## config.mk

```make
export PLATFORM = sky130hd
export DESIGN_NAME = dtc_top
export DESIGN_NICKNAME = d
export VERILOG_FILES = /design/src/verilog/dtc_sync.v /design/src/verilog/dtc_top.v
export VERILOG_INCLUDE_DIRS = /design/src /design/src/verilog
export SDC_FILE = /design/constraint.sdc
export NUM_CORES = 1
export LEC_CHECK = 0
export CORE_MARGIN = 2
export CORE_UTILIZATION = 35
export CTS_CLUSTER_DIAMETER = 60
export CTS_CLUSTER_SIZE = 14
export DETAILED_ROUTE_END_ITERATION = 10
export DONT_BUFFER_PORTS = 1
export GPL_TIMING_DRIVEN = 0
export PLACE_DENSITY_LB_ADDON = 0.15
export SLEW_MARGIN = 10
export SYNTH_ARGS = -nofsm -noshare
export SYNTH_HDL_FRONTEND = slang
export SYNTH_HIERARCHICAL = 1
export SYNTH_SLANG_ARGS = --single-unit
```

## constraint.sdc

```tcl
create_clock -name clk_i -period 15.7 [get_ports clk_i]
set_clock_uncertainty 0.15 [all_clocks]
set_input_delay 0.785 -clock clk_i [delete_from_list [all_inputs] [get_ports clk_i]]
set_output_delay 0.785 -clock clk_i [all_outputs]
set_load 0.01 [all_outputs]
```

## src/verilog/dtc_map.vh

```
// dtc_map.vh: register map, field positions and timing counts
//
// What this block does
// - Write termination switching is on when either write-select bit is one.
// - Nominal code: off,/4,/2,/6,/12,/8; 110/111 reserved; /12,/8 barred in writes.
// - Write code: 00 switching off, 01 gives /4, 10 gives /2, 11 reserved.
// - With write termination off, writes never change the nominal strength.
// - Idle uses nominal strength; pin turns it on/off after fixed latencies.
// - Every write variant, chopped or full, triggers the switch when enabled.
// - Switch to write strength write latency minus two clocks after a write.
// - Return to nominal at off latency plus 6 (burst eight) or plus 4 (chop).
// - On/off state keeps following the pin and its latencies during writes.
// - Value is undefined for half a clock after each strength change.
// - Nominal timing parameters hold unchanged with dynamic switching on.
// - Termination turns on cas write latency plus additive latency minus two.
`ifndef DTC_MAP_VH
`define DTC_MAP_VH

// register byte offsets
`define DTC_CFG_OFS   8'h00
`define DTC_LAT_OFS   8'h04
`define DTC_STAT_OFS  8'h08
`define DTC_CNT_OFS   8'h0c

// configuration fields
`define DTC_NOM_LSB   0
`define DTC_NOM_MSB   2
`define DTC_WR_LSB    3
`define DTC_WR_MSB    4
`define DTC_CWL_LSB   0
`define DTC_CWL_MSB   3
`define DTC_AL_LSB    4
`define DTC_AL_MSB    8

// reset values
`define DTC_NOM_RST   3'h0
`define DTC_WR_RST    2'h0
`define DTC_CWL_RST   4'h5
`define DTC_AL_RST    5'h00

// status bit positions
`define DTC_ST_ON     0
`define DTC_ST_WRSEL  1
`define DTC_ST_UNSET  2
`define DTC_ST_DIV    4
`define DTC_ST_HOLDV  8
`define DTC_ST_NOMRES 9
`define DTC_ST_WRRES  10
`define DTC_ST_NOMWR  11

// timing counts in link clocks
`define DTC_LAT_SUB   6'h02
`define DTC_HOLD4     4'h4
`define DTC_HOLD8     4'h6
`define DTC_BACK4     6'h04
`define DTC_BACK8     6'h06

`endif

```

## src/verilog/dtc_sync.v

```verilog
// dtc_sync.v: two-stage synchroniser for pins from outside the clock domain
`timescale 1ns/100ps
module dtc_sync #(
  parameter W = 4
) (
  // clock and reset
  input  wire         clk_i,
  input  wire         rstn_i,
  // pins in, synchronised levels out
  input  wire [W-1:0] d_i,
  output wire [W-1:0] q_o
);

  genvar g;
  generate
    for (g = 0; g < W; g = g + 1) begin : g_bit
      reg meta_reg;
      reg sync_reg;
      always @(posedge clk_i or negedge rstn_i) begin
        if (!rstn_i) begin
          meta_reg <= 1'b0;
          sync_reg <= 1'b0;
        end else begin
          meta_reg <= d_i[g];
          sync_reg <= meta_reg;
        end
      end
      assign q_o[g] = sync_reg;
    end
  endgenerate

endmodule

```

## src/verilog/dtc_top.v

```verilog
// dtc_top.v: dynamic write termination control with apb registers
`timescale 1ns/100ps
`include "dtc_map.vh"
module dtc_top #(
  parameter HIST = 32
) (
  // clock and reset
  input  wire        clk_i,
  input  wire        rstn_i,
  // apb slave
  input  wire        psel_i,
  input  wire        penable_i,
  input  wire        pwrite_i,
  input  wire [7:0]  paddr_i,
  input  wire [31:0] pwdata_i,
  output wire [31:0] prdata_o,
  output wire        pready_o,
  output wire        pslverr_o,
  // memory link pins
  input  wire        ddr_ck_i,
  input  wire        term_pin_i,
  input  wire        wr_cmd_i,
  input  wire        chop_four_i,
  // termination control
  output wire        rtt_on_o,
  output wire [3:0]  rtt_div_o,
  output wire        rtt_write_o,
  output wire        rtt_unsettled_o
);

  ////////////////////////////////////////////////////////////////////////////
  // register state

  reg  [2:0]  nom_code_reg;
  reg  [1:0]  wr_code_reg;
  reg  [3:0]  cwl_reg;
  reg  [4:0]  al_reg;
  reg  [31:0] prdata_reg;
  reg         pready_reg;
  reg         pslverr_reg;
  reg  [15:0] sw_cnt_reg;

  reg         hold_viol_reg;
  reg         nom_res_reg;
  reg         wr_res_reg;
  reg         nom_wr_reg;

  ////////////////////////////////////////////////////////////////////////////
  // link pin synchronisers

  wire [3:0] pin_s;

  dtc_sync #(
    .W (4)
  ) u_sync (
    .clk_i  (clk_i),
    .rstn_i (rstn_i),
    .d_i    ({chop_four_i, wr_cmd_i, term_pin_i, ddr_ck_i}),
    .q_o    (pin_s)
  );

  wire ck_s   = pin_s[0];
  wire odt_s  = pin_s[1];
  wire wr_s   = pin_s[2];
  wire bc4_s  = pin_s[3];

  reg  ck_prev_reg;
  wire ck_rise = ck_s & ~ck_prev_reg;
  wire ck_fall = ~ck_s & ck_prev_reg;

  always @(posedge clk_i or negedge rstn_i) begin
    if (!rstn_i) begin
      ck_prev_reg <= 1'b0;
    end else begin
      ck_prev_reg <= ck_s;
    end
  end

  ////////////////////////////////////////////////////////////////////////////
  // mode decode

  // write latency less two sets the on, off and switch delays alike
  wire [5:0] lat = {2'h0, cwl_reg} + {1'b0, al_reg} - `DTC_LAT_SUB;
  wire       dyn_en = wr_code_reg[0] | wr_code_reg[1];

  reg  [3:0] nom_div;
  reg  [3:0] wr_div;

  always @* begin
    case (nom_code_reg)
      3'h1:    nom_div = 4'h4;
      3'h2:    nom_div = 4'h2;
      3'h3:    nom_div = 4'h6;
      3'h4:    nom_div = 4'hc;
      3'h5:    nom_div = 4'h8;
      default: nom_div = 4'h0;
    endcase
  end

  always @* begin
    case (wr_code_reg)
      2'h1:    wr_div = 4'h4;
      2'h2:    wr_div = 4'h2;
      default: wr_div = 4'h0;
    endcase
  end

  ////////////////////////////////////////////////////////////////////////////
  // histories of registered pin and write, one entry per link clock

  reg [HIST-1:0] odt_hist_reg;
  reg [HIST-1:0] wr_hist_reg;
  reg [HIST-1:0] bc4_hist_reg;

  always @(posedge clk_i or negedge rstn_i) begin
    if (!rstn_i) begin
      odt_hist_reg <= {HIST{1'b0}};
      wr_hist_reg  <= {HIST{1'b0}};
      bc4_hist_reg <= {HIST{1'b0}};
    end else if (ck_rise) begin
      odt_hist_reg <= {odt_hist_reg[HIST-2:0], odt_s};
      // every write variant arrives on the same strobe
      wr_hist_reg  <= {wr_hist_reg[HIST-2:0], wr_s};
      bc4_hist_reg <= {bc4_hist_reg[HIST-2:0], bc4_s};
    end
  end

  // write strength window per history entry
  wire [HIST-1:0] wr_win;

  genvar i;
  generate
    for (i = 0; i < HIST; i = i + 1) begin : g_age
      localparam [5:0] age = i;
      wire [5:0] back = bc4_hist_reg[i] ? `DTC_BACK4 : `DTC_BACK8;
      // from lat up to lat plus 4 or 6, fixed or on-the-fly length
      assign wr_win[i] = wr_hist_reg[i] & (age >= lat) &
                         (age < lat + back);
    end
  endgenerate

  wire in_write = |wr_win;
  // on/off follows the pin alone, also during writes
  wire term_on  = odt_hist_reg[lat[4:0]];
  wire use_wr   = dyn_en & in_write;
  wire [3:0] div_now = use_wr ? wr_div : nom_div;

  ////////////////////////////////////////////////////////////////////////////
  // termination outputs

  reg       rtt_on_reg;
  reg [3:0] rtt_div_reg;
  reg       rtt_write_reg;
  reg       unset_reg;

  always @(posedge clk_i or negedge rstn_i) begin
    if (!rstn_i) begin
      rtt_on_reg    <= 1'b0;
      rtt_div_reg   <= 4'h0;
      rtt_write_reg <= 1'b0;
    end else begin
      rtt_on_reg    <= term_on;
      rtt_div_reg   <= div_now;
      rtt_write_reg <= use_wr;
    end
  end

  // a strength change opens a half-clock window ended by the next falling
  // link edge; a change in that same cycle keeps it open
  always @(posedge clk_i or negedge rstn_i) begin
    if (!rstn_i) begin
      unset_reg <= 1'b0;
    end else if (div_now != rtt_div_reg) begin
      unset_reg <= 1'b1;
    end else if (ck_fall) begin
      unset_reg <= 1'b0;
    end
  end

  ////////////////////////////////////////////////////////////////////////////
  // pin hold watch: flags a controller that drops the pin too early

  reg  [3:0] hold_cnt_reg;
  reg  [3:0] hold_cnt_next;
  reg        hold_bad;
  wire [3:0] wr_hold = bc4_s ? `DTC_HOLD4 : `DTC_HOLD8;

  always @* begin
    hold_cnt_next = hold_cnt_reg;
    hold_bad      = 1'b0;
    if (ck_rise) begin
      if (!odt_s) begin
        hold_bad      = hold_cnt_reg != 4'h0;
        hold_cnt_next = 4'h0;
      end else begin
        if (hold_cnt_next != 4'h0) begin
          hold_cnt_next = hold_cnt_next - 4'h1;
        end
        if (!odt_hist_reg[0] && hold_cnt_next < `DTC_HOLD4 - 4'h1) begin
          hold_cnt_next = `DTC_HOLD4 - 4'h1;
        end
        // the later deadline of pin-high and write-with-pin-high wins
        if (wr_s && hold_cnt_next < wr_hold - 4'h1) begin
          hold_cnt_next = wr_hold - 4'h1;
        end
      end
    end
  end

  always @(posedge clk_i or negedge rstn_i) begin
    if (!rstn_i) begin
      hold_cnt_reg <= 4'h0;
    end else begin
      hold_cnt_reg <= hold_cnt_next;
    end
  end

  ////////////////////////////////////////////////////////////////////////////
  // apb slave: one wait state, answer on the second access cycle

  wire acc     = psel_i & penable_i;
  wire commit  = acc & pready_reg;
  wire wr_ev   = commit & pwrite_i;
  wire rd_ev   = commit & ~pwrite_i;
  wire hit_cfg = paddr_i == `DTC_CFG_OFS;
  wire hit_lat = paddr_i == `DTC_LAT_OFS;
  wire hit_st  = paddr_i == `DTC_STAT_OFS;
  wire hit_cnt = paddr_i == `DTC_CNT_OFS;
  wire mapped  = hit_cfg | hit_lat | hit_st | hit_cnt;
  wire clr_st  = wr_ev & hit_st;

  wire [31:0] stat_word;
  assign stat_word = {20'h0, nom_wr_reg, wr_res_reg, nom_res_reg,
                      hold_viol_reg, rtt_div_reg, 1'b0, unset_reg,
                      rtt_write_reg, rtt_on_reg};

  reg [31:0] rd_mux;

  always @* begin
    rd_mux = 32'h0;
    if (hit_cfg) begin
      rd_mux[`DTC_NOM_MSB:`DTC_NOM_LSB] = nom_code_reg;
      rd_mux[`DTC_WR_MSB:`DTC_WR_LSB]   = wr_code_reg;
    end else if (hit_lat) begin
      rd_mux[`DTC_CWL_MSB:`DTC_CWL_LSB] = cwl_reg;
      rd_mux[`DTC_AL_MSB:`DTC_AL_LSB]   = al_reg;
    end else if (hit_st) begin
      rd_mux = stat_word;
    end else if (hit_cnt) begin
      rd_mux = {16'h0, sw_cnt_reg};
    end
  end

  always @(posedge clk_i or negedge rstn_i) begin
    if (!rstn_i) begin
      pready_reg  <= 1'b0;
      pslverr_reg <= 1'b0;
      prdata_reg  <= 32'h0;
    end else begin
      pready_reg  <= acc & ~pready_reg;
      pslverr_reg <= acc & ~pready_reg & ~mapped;
      prdata_reg  <= (acc & ~pready_reg & ~pwrite_i) ? rd_mux : 32'h0;
    end
  end

  // configuration takes effect at the completing edge only
  always @(posedge clk_i or negedge rstn_i) begin
    if (!rstn_i) begin
      nom_code_reg <= `DTC_NOM_RST;
      wr_code_reg  <= `DTC_WR_RST;
      cwl_reg      <= `DTC_CWL_RST;
      al_reg       <= `DTC_AL_RST;
    end else if (wr_ev && hit_cfg) begin
      nom_code_reg <= pwdata_i[`DTC_NOM_MSB:`DTC_NOM_LSB];
      wr_code_reg  <= pwdata_i[`DTC_WR_MSB:`DTC_WR_LSB];
    end else if (wr_ev && hit_lat) begin
      cwl_reg      <= pwdata_i[`DTC_CWL_MSB:`DTC_CWL_LSB];
      al_reg       <= pwdata_i[`DTC_AL_MSB:`DTC_AL_LSB];
    end
  end

  ////////////////////////////////////////////////////////////////////////////
  // sticky error flags, write one to clear, a new event wins over the clear

  wire nom_res_ev = nom_code_reg[2] & nom_code_reg[1];
  wire wr_res_ev  = wr_code_reg == 2'h3;
  // /12 and /8 may not be used as the write strength
  wire nom_wr_ev  = ~dyn_en & in_write & nom_code_reg[2];

  always @(posedge clk_i or negedge rstn_i) begin
    if (!rstn_i) begin
      hold_viol_reg <= 1'b0;
      nom_res_reg   <= 1'b0;
      wr_res_reg    <= 1'b0;
      nom_wr_reg    <= 1'b0;
    end else begin
      hold_viol_reg <= hold_bad |
                       (hold_viol_reg & ~(clr_st & pwdata_i[`DTC_ST_HOLDV]));
      nom_res_reg   <= nom_res_ev |
                       (nom_res_reg & ~(clr_st & pwdata_i[`DTC_ST_NOMRES]));
      wr_res_reg    <= wr_res_ev |
                       (wr_res_reg & ~(clr_st & pwdata_i[`DTC_ST_WRRES]));
      nom_wr_reg    <= nom_wr_ev |
                       (nom_wr_reg & ~(clr_st & pwdata_i[`DTC_ST_NOMWR]));
    end
  end

  // count of entries into write strength, write any value to clear
  always @(posedge clk_i or negedge rstn_i) begin
    if (!rstn_i) begin
      sw_cnt_reg <= 16'h0;
    end else if (use_wr && !rtt_write_reg) begin
      sw_cnt_reg <= sw_cnt_reg + 16'h1;
    end else if (wr_ev && hit_cnt) begin
      sw_cnt_reg <= 16'h0;
    end
  end

  ////////////////////////////////////////////////////////////////////////////
  // outputs

  assign prdata_o        = prdata_reg;
  assign pready_o        = pready_reg;
  assign pslverr_o       = pslverr_reg;
  assign rtt_on_o        = rtt_on_reg;
  assign rtt_div_o       = rtt_div_reg;
  assign rtt_write_o     = rtt_write_reg;
  assign rtt_unsettled_o = unset_reg;

endmodule

```

# Word-level counts from Yosys, hierarchy flattened
# Cells that the tools add are included.
word_totals:
  out_inout_bits: 41
  n_memories: 0
  romBits: 0
  ff_bits: 184
  elab_cells: 322
  ram_bits: 0
  latch_bits: 0
classes:
  n_reduce_logical: 14
  bitwise_logic: 104
  eq_ne: 12
  addsub: 37
  multipliers: 0
  muxes: 59
  order_cmp: 67
  div_mod_pow: 0
  shift: 0
op_table:
  columns: ["cell", "n"]
  rows:
  - ["6-bit by 3-bit adder with 6-bit output", 32]
  - ["5-bit by 6-bit greater-or-equal comparator with 1-bit output (first input constant)", 16]
  - ["5-bit by 6-bit less-than comparator with 1-bit output (first input constant)", 16]
  - ["1-bit bitwise AND", 85]
  - ["2-bit two-way mux", 33]
  - ["16-bit two-way mux", 4]
  - ["4-bit by 6-bit greater-or-equal comparator with 1-bit output (first input constant)", 8]
  - ["4-bit by 6-bit less-than comparator with 1-bit output (first input constant)", 8]
  - ["4-bit two-way mux", 9]
  - ["32-bit two-way mux", 1]
  - ["32-bit OR reduction", 1]
  - ["27-bit two-way mux", 1]
  - ["3-bit by 6-bit greater-or-equal comparator with 1-bit output (first input constant)", 4]
  - ["3-bit by 6-bit less-than comparator with 1-bit output (first input constant)", 4]
  - ["23-bit two-way mux", 1]
  - ["4-bit one-hot mux with 5 select lines", 1]
  - ["16-bit by 1-bit adder with 16-bit output (second input constant)", 1]
  - ["8-bit by 4-bit equality test with 1-bit output (second input constant)", 2]
  - ["1-bit by 6-bit greater-or-equal comparator with 1-bit output (first input constant)", 2]
  - ["2-bit by 6-bit greater-or-equal comparator with 1-bit output (first input constant)", 2]
  - ["1-bit by 6-bit less-than comparator with 1-bit output (first input constant)", 2]
  - ["2-bit by 6-bit less-than comparator with 1-bit output (first input constant)", 2]
  - ["1-bit inverter", 11]
  - ["9-bit two-way mux", 1]
  - ["other kinds (25)", 46]

# Depth between registers and ports, before layout
# Gate-level depths: netlist of run 1.
logic_depth:
  word_depth: 13
  mapped_depth: 18
  ltp_nobuf: 17

# By module
# Netlist of run 1, hierarchy kept.
by_module_without_submodules:
  columns: ["module", "seq_area_each_um2", "area_per_inst_um2", "instances", "cells_each"]
  rows:
  - ["dtc_top", 3981.3, 9435.3, 1, 1074]
  - ["dtc_sync", 200.2, 230.2, 1, 12]

# Worst setup path after synthesis of run 1
# OpenSTA, ideal clock, no wires.
synth_timing:
  kind: "reg-to-reg"
  start: "register cwl_reg[2]"
  end: "register sw_cnt_reg[6]"
  setup_ps: 129
  period_less_slack_ps: 5032
  path_buffers: 1
  slack_ps: 10668
  path_stages_with_launch: 18
  t_arrival_ps: 4753
  cell_sequence: "dfstp_2 inv_1 ha_1 inv_1 fa_1 clkinv_1 ha_1 or3b_2 o221ai_1 a21oi_1 o41ai_2 o2111ai_1 o31ai_4 a211oi_4 buf_6 nor2b_1 o21ai_0 o21ai_0"
synth_between:
  elab_chain_cells: 9
  word_cells_on_any_way: 167
  cone_classes: "add/sub (34); order compare (64); mux (1); bitwise (65); reduce/logical (3)"
synth_lines:
  columns: ["item", "line_no", "text"]
  rows:
  - ["start, declared", "dtc_top.v:36", "reg [3:0] cwl_reg;"]
  - ["start signal, assigned", "dtc_top.v:271", "cwl_reg <= `DTC_CWL_RST;"]
  - ["start signal, assigned", "dtc_top.v:277", "cwl_reg <= pwdata_i[`DTC_CWL_MSB:`DTC_CWL_LSB];"]
  - ["4-bit by 5-bit adder with 6-bit output *", "dtc_top.v:83", "wire [5:0] lat = {2'h0, cwl_reg} + {1'b0, al_reg} - `DTC_LAT_SUB;"]
  - ["6-bit by 2-bit subtractor with 6-bit output (no source line) *", null, null]
  - ["6-bit by 3-bit adder with 6-bit output (tied with other cells)", "dtc_top.v:138", "(age < lat + back);"]
  - ["1-bit by 6-bit less-than comparator with 1-bit output (tied with other cells)", "dtc_top.v:138", null]
  - ["1-bit bitwise AND", "dtc_top.v:137", "assign wr_win[i] = wr_hist_reg[i] & (age >= lat) &"]
  - ["32-bit OR reduction *", "dtc_top.v:142", "wire in_write = |wr_win;"]
  - ["1-bit bitwise AND *", "dtc_top.v:145", "wire use_wr = dyn_en & in_write;"]
  - ["1-bit logical AND *", "dtc_top.v:312", "end else if (use_wr && !rtt_write_reg) begin"]
  - ["16-bit two-way mux or 2-bit nonzero test (tied branches)", null, null]
  - ["end signal, assigned", "dtc_top.v:313", "sw_cnt_reg <= sw_cnt_reg + 16'h1;"]
  - ["end, declared", "dtc_top.v:41", "reg [15:0] sw_cnt_reg;"]
# Every way passes the cells marked *; elsewhere a longest branch is shown, timed or not.
# A chain may end at the register's enable or synchronous reset.

# Worst setup path in the final report of run 1
layout_timing:
  start: "register cwl_reg[2]"
  end: "register unset_reg (netlist: rtt_unsettled_o)"
layout_between:
  elab_chain_cells: 10
  word_cells_on_any_way: 168
  cone_classes: "add/sub (34); order compare (64); eq/ne (1); mux (2); bitwise (65); reduce/logical (2)"
layout_lines:
  columns: ["item", "line_no", "text"]
  rows:
  - ["4-bit by 5-bit adder with 6-bit output *", "dtc_top.v:83", null]
  - ["6-bit by 2-bit subtractor with 6-bit output (no source line) *", null, null]
  - ["6-bit by 3-bit adder with 6-bit output (tied with other cells)", "dtc_top.v:138", null]
  - ["1-bit by 6-bit less-than comparator with 1-bit output (tied with other cells)", "dtc_top.v:138", null]
  - ["1-bit bitwise AND", "dtc_top.v:137", null]
  - ["32-bit OR reduction *", "dtc_top.v:142", null]
  - ["1-bit bitwise AND *", "dtc_top.v:145", null]
  - ["4-bit two-way mux *", "dtc_top.v:146", "wire [3:0] div_now = use_wr ? wr_div : nom_div;"]
  - ["net div_now[2]", "dtc_top.v:146", null]
  - ["4-bit inequality test *", "dtc_top.v:173", "end else if (div_now != rtt_div_reg) begin"]
  - ["1-bit two-way mux or 2-bit nonzero test (tied branches)", null, null]
  - ["end signal, assigned", "dtc_top.v:172", "unset_reg <= 1'b0;"]
  - ["end signal, assigned", "dtc_top.v:174", "unset_reg <= 1'b1;"]
  - ["end signal, assigned", "dtc_top.v:176", "unset_reg <= 1'b0;"]
  - ["end, declared", "dtc_top.v:154", "reg unset_reg;"]
# Mark *: on every way through the listed nets, which the timed path passes. The rest lies on a longest branch.

==> flow_summary.json, run 1 <==
{
  "status": "finished clean",
  "ir_drop_uv": 72.47,
  "drt_iter0_markers": 589,
  "vias": 7634,
  "globalRouteOverflowTotal": 0,
  "reg2reg_depth": 16,
  "finalNetCount": 1236,
  "io_pins": 90,
  "path_cells": "inv_1 > ha_1 > inv_1 > fa_1 > clkinv_2 > ha_1 > or3b_2 > o221ai_1 > a21oi_1 > o41ai_2 > o2111ai_1 > o31ai_4 > nand2_1 > o2bb2ai_2 > xnor2_1 > nand4_1",
  "power_leakage_nw": 5.176,
  "cts_sinks": 167,
  "numCtsBuffers": 17,
  "yosysSeqAreaShare_pct": 43.26,
  "setup-tns-final_ps": 0,
  "drive_gt1_share_pct": 9.251,
  "arrival_ps": 5630,
  "syn_avg_cell_area_um2": 8.900,
  "insertion_delay_ps": 430,
  "die_y_um": 170.2,
  "period_minus_slack_ps": 5481,
  "numPortBuffers": 0,
  "cts_resized": 0,
  "worst-path-stages": 16,
  "coreArea_mm2": 0.02703,
  "htreeDepth": 4,
  "grt_pass1_wl_um": 41140,
  "grt_max_degree": 166,
  "cp-end-kind": "register",
  "max_freq_mhz": 182.4,
  "cts-root-buf": "clkbuf_16",
  "fin_util_pct": 39.76,
  "area_delta_synth_final_pct": 11.17,
  "die_x_um": 170.2,
  "first_global_vias": 7362,
  "post-dp-hpwl_um": 18070,
  "r2r-end": "rtt_unsettled_o$_DFFE_PN0P_",
  "yosys_warnings": 6,
  "rrSetupSlack_ps": 10220,
  "rsz0062_at_grt": "no",
  "dieArea_mm2": 0.02896,
  "worst_ep_required_time_ps": 15850,
  "critPathLaunchType": "register",
  "ant_nets": 0,
  "synth_edf_count": 0,
  "slowest_delay_ps": 650,
  "ys_seq_elements": 167,
  "wl_um": 25490,
  "power.density_mw_per_mm2": 98.43,
  "path_max_fanout": 36,
  "antenna_found_initial": 0,
  "finalSetupViolCount": 0,
  "path_clk_slew_ps": 70,
  "timing.final.crit_share_pct": 34.91,
  "critPathKind": "register to register",
  "diodes": 0,
  "rows": 60,
  "worst_pin_slew_ps": 1087,
  "syn-instance-count": 1086,
  "crit_family": "compound AO/OA/AOI/OAI gates",
  "n_fill_cell": 2716,
  "synth-async-reset-ratio_pct": 100.0,
  "drt-pass1-iter-count": 5,
  "post_drt_via_cell_ratio": 5.172,
  "crit_buf_inv": 3,
  "clk_path_buf_depth": 2,
  "hold_viol_final": 0,
  "synth_flop_cell": "dfrtp_1",
  "place_congestion": 0.8469,
  "cts_tree": "done",
  "grt_use_total_pct": 18.35,
  "route.detailed.drc": 0,
  "cap_violations": 0,
  "crit_path_top_delay_cell": "fa_1",
  "slew_violations": 0,
  "initial_utilization_pct": 35.76,
  "detail_route.wl_per_cell_um": 17.27,
  "slew_headroom_pct": 25.63,
  "min_path_type": "input pin to asynchronous set/reset pin",
  "ys_types": 76,
  "synth_area_mm2": 0.009666,
  "r2r-start": "cwl_reg[2]$_DFFE_PN1P_"
}
==> final cells by class <==
class                   count  area (um2)  area share (%)
inverters                  93       350.3           3.260
clock buffers              19       452.9           4.215
multi-input cells         776        4817           44.83
well taps                 341       426.7           3.971
repair buffers              1       27.53          0.2562
clock inverters            13       108.9           1.013
plain buffers              66       380.4           3.540
flip-flops and latches    167        4182           38.91
==> layout by cell type (no fill, tap or decap), types with 4 or more instances in the layout <==
cell,n
a21oi_1,31
a221oi_1,5
a22oi_1,6
a311oi_1,4
a31oi_1,12
and3_1,9
and3b_1,4
buf_1,6
buf_2,4
buf_4,24
buf_6,5
clkbuf_1,27
clkbuf_16,17
clkinv_2,4
conb_1,17
dfrtp_1,165
ha_1,63
inv_1,91
inv_6,5
mux2_2,12
mux2i_1,17
mux4_2,8
nand2_1,273
nand2b_1,19
nand3_1,19
nand4_1,9
nor2_1,41
nor2b_1,18
nor3_1,12
o2111ai_1,6
o211ai_1,6
o21ai_0,96
o21ai_1,6
o221ai_1,5
o22ai_1,4
o311ai_0,6
xnor2_1,9
==> what timing repair did <==
item | in CTS | in global routing
endpoints found under the hold margin | 165 | 0
hold buffers | 1 | 0
buffers inserted | 0 | 0
==> through the flow <==
stage | cells | power [mW] | setup WS (ps) | hold slack, ps | instance area [um2]
after CTS | 1476 | 1.068 | 10120 | 24.87 | 10740
after global routing | 1476 | 1.118 | 9889 | 20.31 | 10750
after global placement | 1443 | 0.6409 | 9488 | 184.8 | 10150
after detailed placement | 1443 | 0.6439 | 10170 | 188.5 | 10150
after floorplan | 1102 | 0.6045 | 10670 | 181.2 | 9726
final | 1476 | 1.058 | 10220 | 43.62 | 10750
==> worst register-to-register path, cell delays in order (launching register included) <==
cell	delay, ps
dfstp_2	560
inv_1	50
ha_1	260
inv_1	60
fa_1	650
clkinv_2	560
ha_1	560
or3b_2	450
o221ai_1	190
a21oi_1	120
o41ai_2	360
o2111ai_1	270
o31ai_4	440
nand2_1	200
o2bb2ai_2	170
xnor2_1	190
nand4_1	100
==> logic make-up (layout without fill, tap and decap cells) <==
family	count (synthesis)	count (layout)	synth area share, %
AND/OR/NAND/NOR	424	424	19.35
AO/OA/AOI/OAI	220	220	14.87
flip-flops	167	167	43.26
buffers and inverters	159	192	7.547
adder cells (fa/ha/maj)	66	66	8.596
multiplexers	37	37	5.023
XOR/XNOR	12	12	1.308
other	1	17	0.03880
==> cells in the mapped netlist, types with 3 or more instances <==
library cell	number	share of area, %
nor2_1	41	1.6
nor2b_1	18	1.2
a211oi_1	3	0.23
nand4_1	9	0.58
o2111ai_1	6	0.54
o311ai_0	6	0.54
o22ai_1	4	0.26
a21oi_1	31	1.6
buf_4	24	1.9
nand2_1	273	11
clkbuf_1	27	1.0
o21ai_1	6	0.31
buf_2	4	0.21
mux2_2	12	1.4
mux4_2	8	1.9
a221oi_1	5	0.45
nand2b_1	19	1.2
buf_1	6	0.23
xnor2_1	9	0.82
nor3_1	12	0.62
mux2i_1	17	1.8
o221ai_1	5	0.45
and3b_1	4	0.36
o21ai_0	96	5.0
nand3_1	19	0.98
and2_1	3	0.19
a311oi_1	4	0.36
a31oi_1	12	0.78
o211ai_1	6	0.47
dfrtp_1	165	43
a21o_1	3	0.23
ha_1	64	8.3
buf_6	5	0.58
and3_1	9	0.58
a22oi_1	6	0.47
nand3b_1	3	0.23
inv_1	91	3.5
nor4_1	3	0.19
==> power by group <==
group | switching, mW | internal, mW
combinational | 0.0947 | 0.0645
sequential | 0.0246 | 0.460
clock | 0.197 | 0.216
==> worst max-delay path by stage <==
| stage | startpoint | to | slack [ps] |
|---|---|---|---|
| 2_1_floorplan | cwl_reg[2]$_DFFE_PN1P_ | sw_cnt_reg[6]$_DFFE_PN0P_ | 10670 |
| 3_3_place_gp | al_reg[1]$_DFFE_PN0P_ | sw_cnt_reg[14]$_DFFE_PN0P_ | 9490 |
| 3_5_place_dp | al_reg[1]$_DFFE_PN0P_ | rtt_unsettled_o$_DFFE_PN0P_ | 10170 |
| 4_1_cts | al_reg[1]$_DFFE_PN0P_ | rtt_unsettled_o$_DFFE_PN0P_ | 10120 |
| 5_1_grt | cwl_reg[2]$_DFFE_PN1P_ | sw_cnt_reg[9]$_DFFE_PN0P_ | 9890 |
| 6_report | cwl_reg[2]$_DFFE_PN1P_ | rtt_unsettled_o$_DFFE_PN0P_ | 10220 |
==> routing by layer <==
| metal | global-route usage (%) | vias to the layer above | wire, um | share of wire [%] |
|---|---|---|---|---|
| li1 | - | 3728 | - | - |
| met1 | 25.76 | 3692 | 12300 | 48 |
| met2 | 28.81 | 187 | 11560 | 45 |
| met3 | 3.209 | 27 | 1122 | 4.4 |
| met4 | 5.797 | 0 | 510 | 2.0 |
| met5 | 0 | - | 0 | 0 |
No activity file was read; power rests on OpenSTA's default activity.
==> run 2, diff against run 1 <==
clock period = 5 ns   (was 15.7 ns; I/O delays follow)
==> run 2 against run 1 <==
Against the previous run:
- sequential share of layout area fell by 0.96 points
- routed wire length rose by 0.58%
- non-clock buffer count rose by 20
- final cell count rose by 1.4%
- critical endpoint is now sw_cnt_reg[0]$_DFFE_PN0P_
- clock power rose to 3.2 times the previous value
- die area did not move
- sequential power rose to 3.2 times the previous value
- first-iteration DRC count fell by 10%
- clock-buffer cell count fell by 1
- core utilization rose by 1.0 points
==> flow_summary.json, run 2 (synthesized netlist as in run 1, its figures left out) <==
{
  "detail_route.wl_per_cell_um": 17.13,
  "vias": 7667,
  "die_y_um": 170.2,
  "diodes": 0,
  "drt-pass1-iter-count": 5,
  "finalSetupViolCount": 0,
  "cts-root-buf": "clkbuf_16",
  "crit_family": "compound AO/OA/AOI/OAI gates",
  "grt_use_total_pct": 18.49,
  "layout_common_cells": "nand2_1 (273), dfrtp_1 (165), o21ai_0 (95)",
  "cap_violations": 0,
  "critPathLaunchType": "register",
  "met3_length_um": 1184,
  "path_cells": "inv_1 > ha_1 > inv_1 > ha_4 > fa_2 > buf_4 > clkbuf_2 > nor2_1 > o311ai_1 > o2111a_1 > o2111ai_1 > a211oi_4 > a211oi_4 > nor2_4 > buf_6 > mux2_2",
  "crit_buf_inv": 5,
  "wl_met1_um": 11990,
  "initial_utilization_pct": 35.76,
  "cp-end-kind": "register",
  "drt_iter0_markers": 530,
  "slowest_delay_ps": 580,
  "route.detailed.drc": 0,
  "layoutNonFillerInstCount": 1497,
  "wl_um": 25640,
  "globalRouteOverflowTotal": 0,
  "hold_viol_final": 0,
  "critPathKind": "register to register",
  "ant_nets": 0,
  "ir_drop_uv": 226.6,
  "wl_met2_um": 11910,
  "fin_ws_ps": 278.0,
  "pre_cts_slack_ps": -459.0,
  "placed_cells": 1443,
  "coreArea_mm2": 0.02703,
  "dieArea_mm2": 0.02896,
  "worst_ep_required_time_ps": 5170,
  "status": "finished clean",
  "path_clk_slew_ps": 80,
  "cts_tree": "done",
  "area_delta_synth_final_pct": 13.99,
  "post_drt_via_cell_ratio": 5.122,
  "layout_commonest_cell": "nand2_1",
  "power_leakage_nw": 5.286,
  "die_x_um": 170.2,
  "cts_sinks": 167,
  "first_global_vias": 7563,
  "numCtsBuffers": 17,
  "arrival_ps": 4890,
  "timing.final.crit_share_pct": 94.44,
  "min_path_type": "input pin to register",
  "period_minus_slack_ps": 4722,
  "crit_path_top_delay_cell": "nor2_1",
  "whs_ps": 45.59,
  "n_fill_cell": 2691,
  "drive_gt1_share_pct": 9.689,
  "io_pins": 90,
  "max_freq_mhz": 211.8,
  "rows": 60,
  "grt_max_degree": 168,
  "insertion_delay_ps": 440,
  "dr.max_layer_used": "met4",
  "worst_pin_slew_ps": 1141,
  "slew_violations": 0,
  "htreeDepth": 4,
  "rsz0062_at_grt": "no",
  "setup-tns-final_ps": 0,
  "power.density_mw_per_mm2": 305.2,
  "place_congestion": 0.8597,
  "clk_path_buf_depth": 2,
  "slew_headroom_pct": 21.97,
  "numPortBuffers": 0,
  "path_max_fanout": 10,
  "finalNetCount": 1257,
  "grt_pass1_wl_um": 41720,
  "antenna_found_initial": 0,
  "post-dp-hpwl_um": 18100
}
run 2: cell types whose count changed in the layout (fill, tap and decap cells not counted), moves of 2 or more:
cell,delta
clkbuf_1,-3
clkbuf_2,+3
clkinv_2,-4
clkinv_4,+2
clkinv_8,+4
dlygate4sd3_1,+19
inv_6,-3
inv_8,+2
run 2: repair_timing:
item	CTS	global route
pin swaps	0	2
endpoints found under the setup margin	21	17
hold buffers	20	0
hold endpoints to repair	191	0
cloned	0	1
resized for setup	4	9
setup buffers	0	1
run 2: worst paths after layout:
path	start	endpoint	slack (ps)	depth (start not counted)
setup / recovery	al_reg[1]$_DFFE_PN0P_	sw_cnt_reg[0]$_DFFE_PN0P_	280	16
min in group asynchronous	rstn_i	prdata_o[14]$_DFF_PN0_	370	2
setup reg to reg	al_reg[1]$_DFFE_PN0P_	sw_cnt_reg[0]$_DFFE_PN0P_	280	16
hold reg to reg	u_sync/g_bit[0].meta_reg$_DFF_PN0_	u_sync/g_bit[0].sync_reg$_DFF_PN0_	200	0
max in group asynchronous	rstn_i	wr_hist_reg[1]$_DFFE_PN0P_	3740	2
hold / removal	paddr_i[0]	pslverr_o$_DFF_PN0_	50	3
run 2: cell type report:
class	count	area, um2	share of cell area, %
multi-input combinational	776	4836	43.89
sequential	167	4182	37.95
clock buffer	18	439.2	3.986
tap	341	426.7	3.872
buffer	66	384.1	3.486
inverter	93	361.6	3.282
timing repair buffer	21	225.2	2.044
clock inverter	14	155.1	1.408
timing repair inverter	1	8.758	0.07949
run 2: power breakdown:
| part | leakage, nW | internal (mW) | switching (mW) |
|---|---|---|---|
| clock | 0.285 | 0.682 | 0.640 |
| sequential | 2.16 | 1.45 | 0.0795 |
| combinational | 2.84 | 0.215 | 0.301 |
run 2: metal layers:
layer / vias up / global-route usage [%]
met5: - / 0
li1: 3772 / -
met4: 0 / 6.206
met1: 3680 / 24.94
met3: 35 / 3.860
met2: 180 / 29.59
run 2: metrics by stage:
step | utilization, % | instance area [um2] | power (mW)
after floorplan | - | 9727 | 1.898
after global placement | 37.57 | 10150 | 2.012
after detailed placement | 37.57 | 10150 | 2.022
after CTS | 40.63 | 10980 | 3.404
after global routing | 40.77 | 11020 | 3.565
final | 40.77 | 11020 | 3.363
run 2: worst register-to-register path, stage by stage (launching register included):
cell       delay, ps
dfrtp_1          390
inv_1             70
ha_1             270
inv_1             60
ha_4             180
fa_2             550
buf_4            200
clkbuf_2         220
nor2_1           580
o311ai_1         240
o2111a_1         190
o2111ai_1        450
a211oi_4         170
a211oi_4         380
nor2_4           100
buf_6            160
mux2_2           260
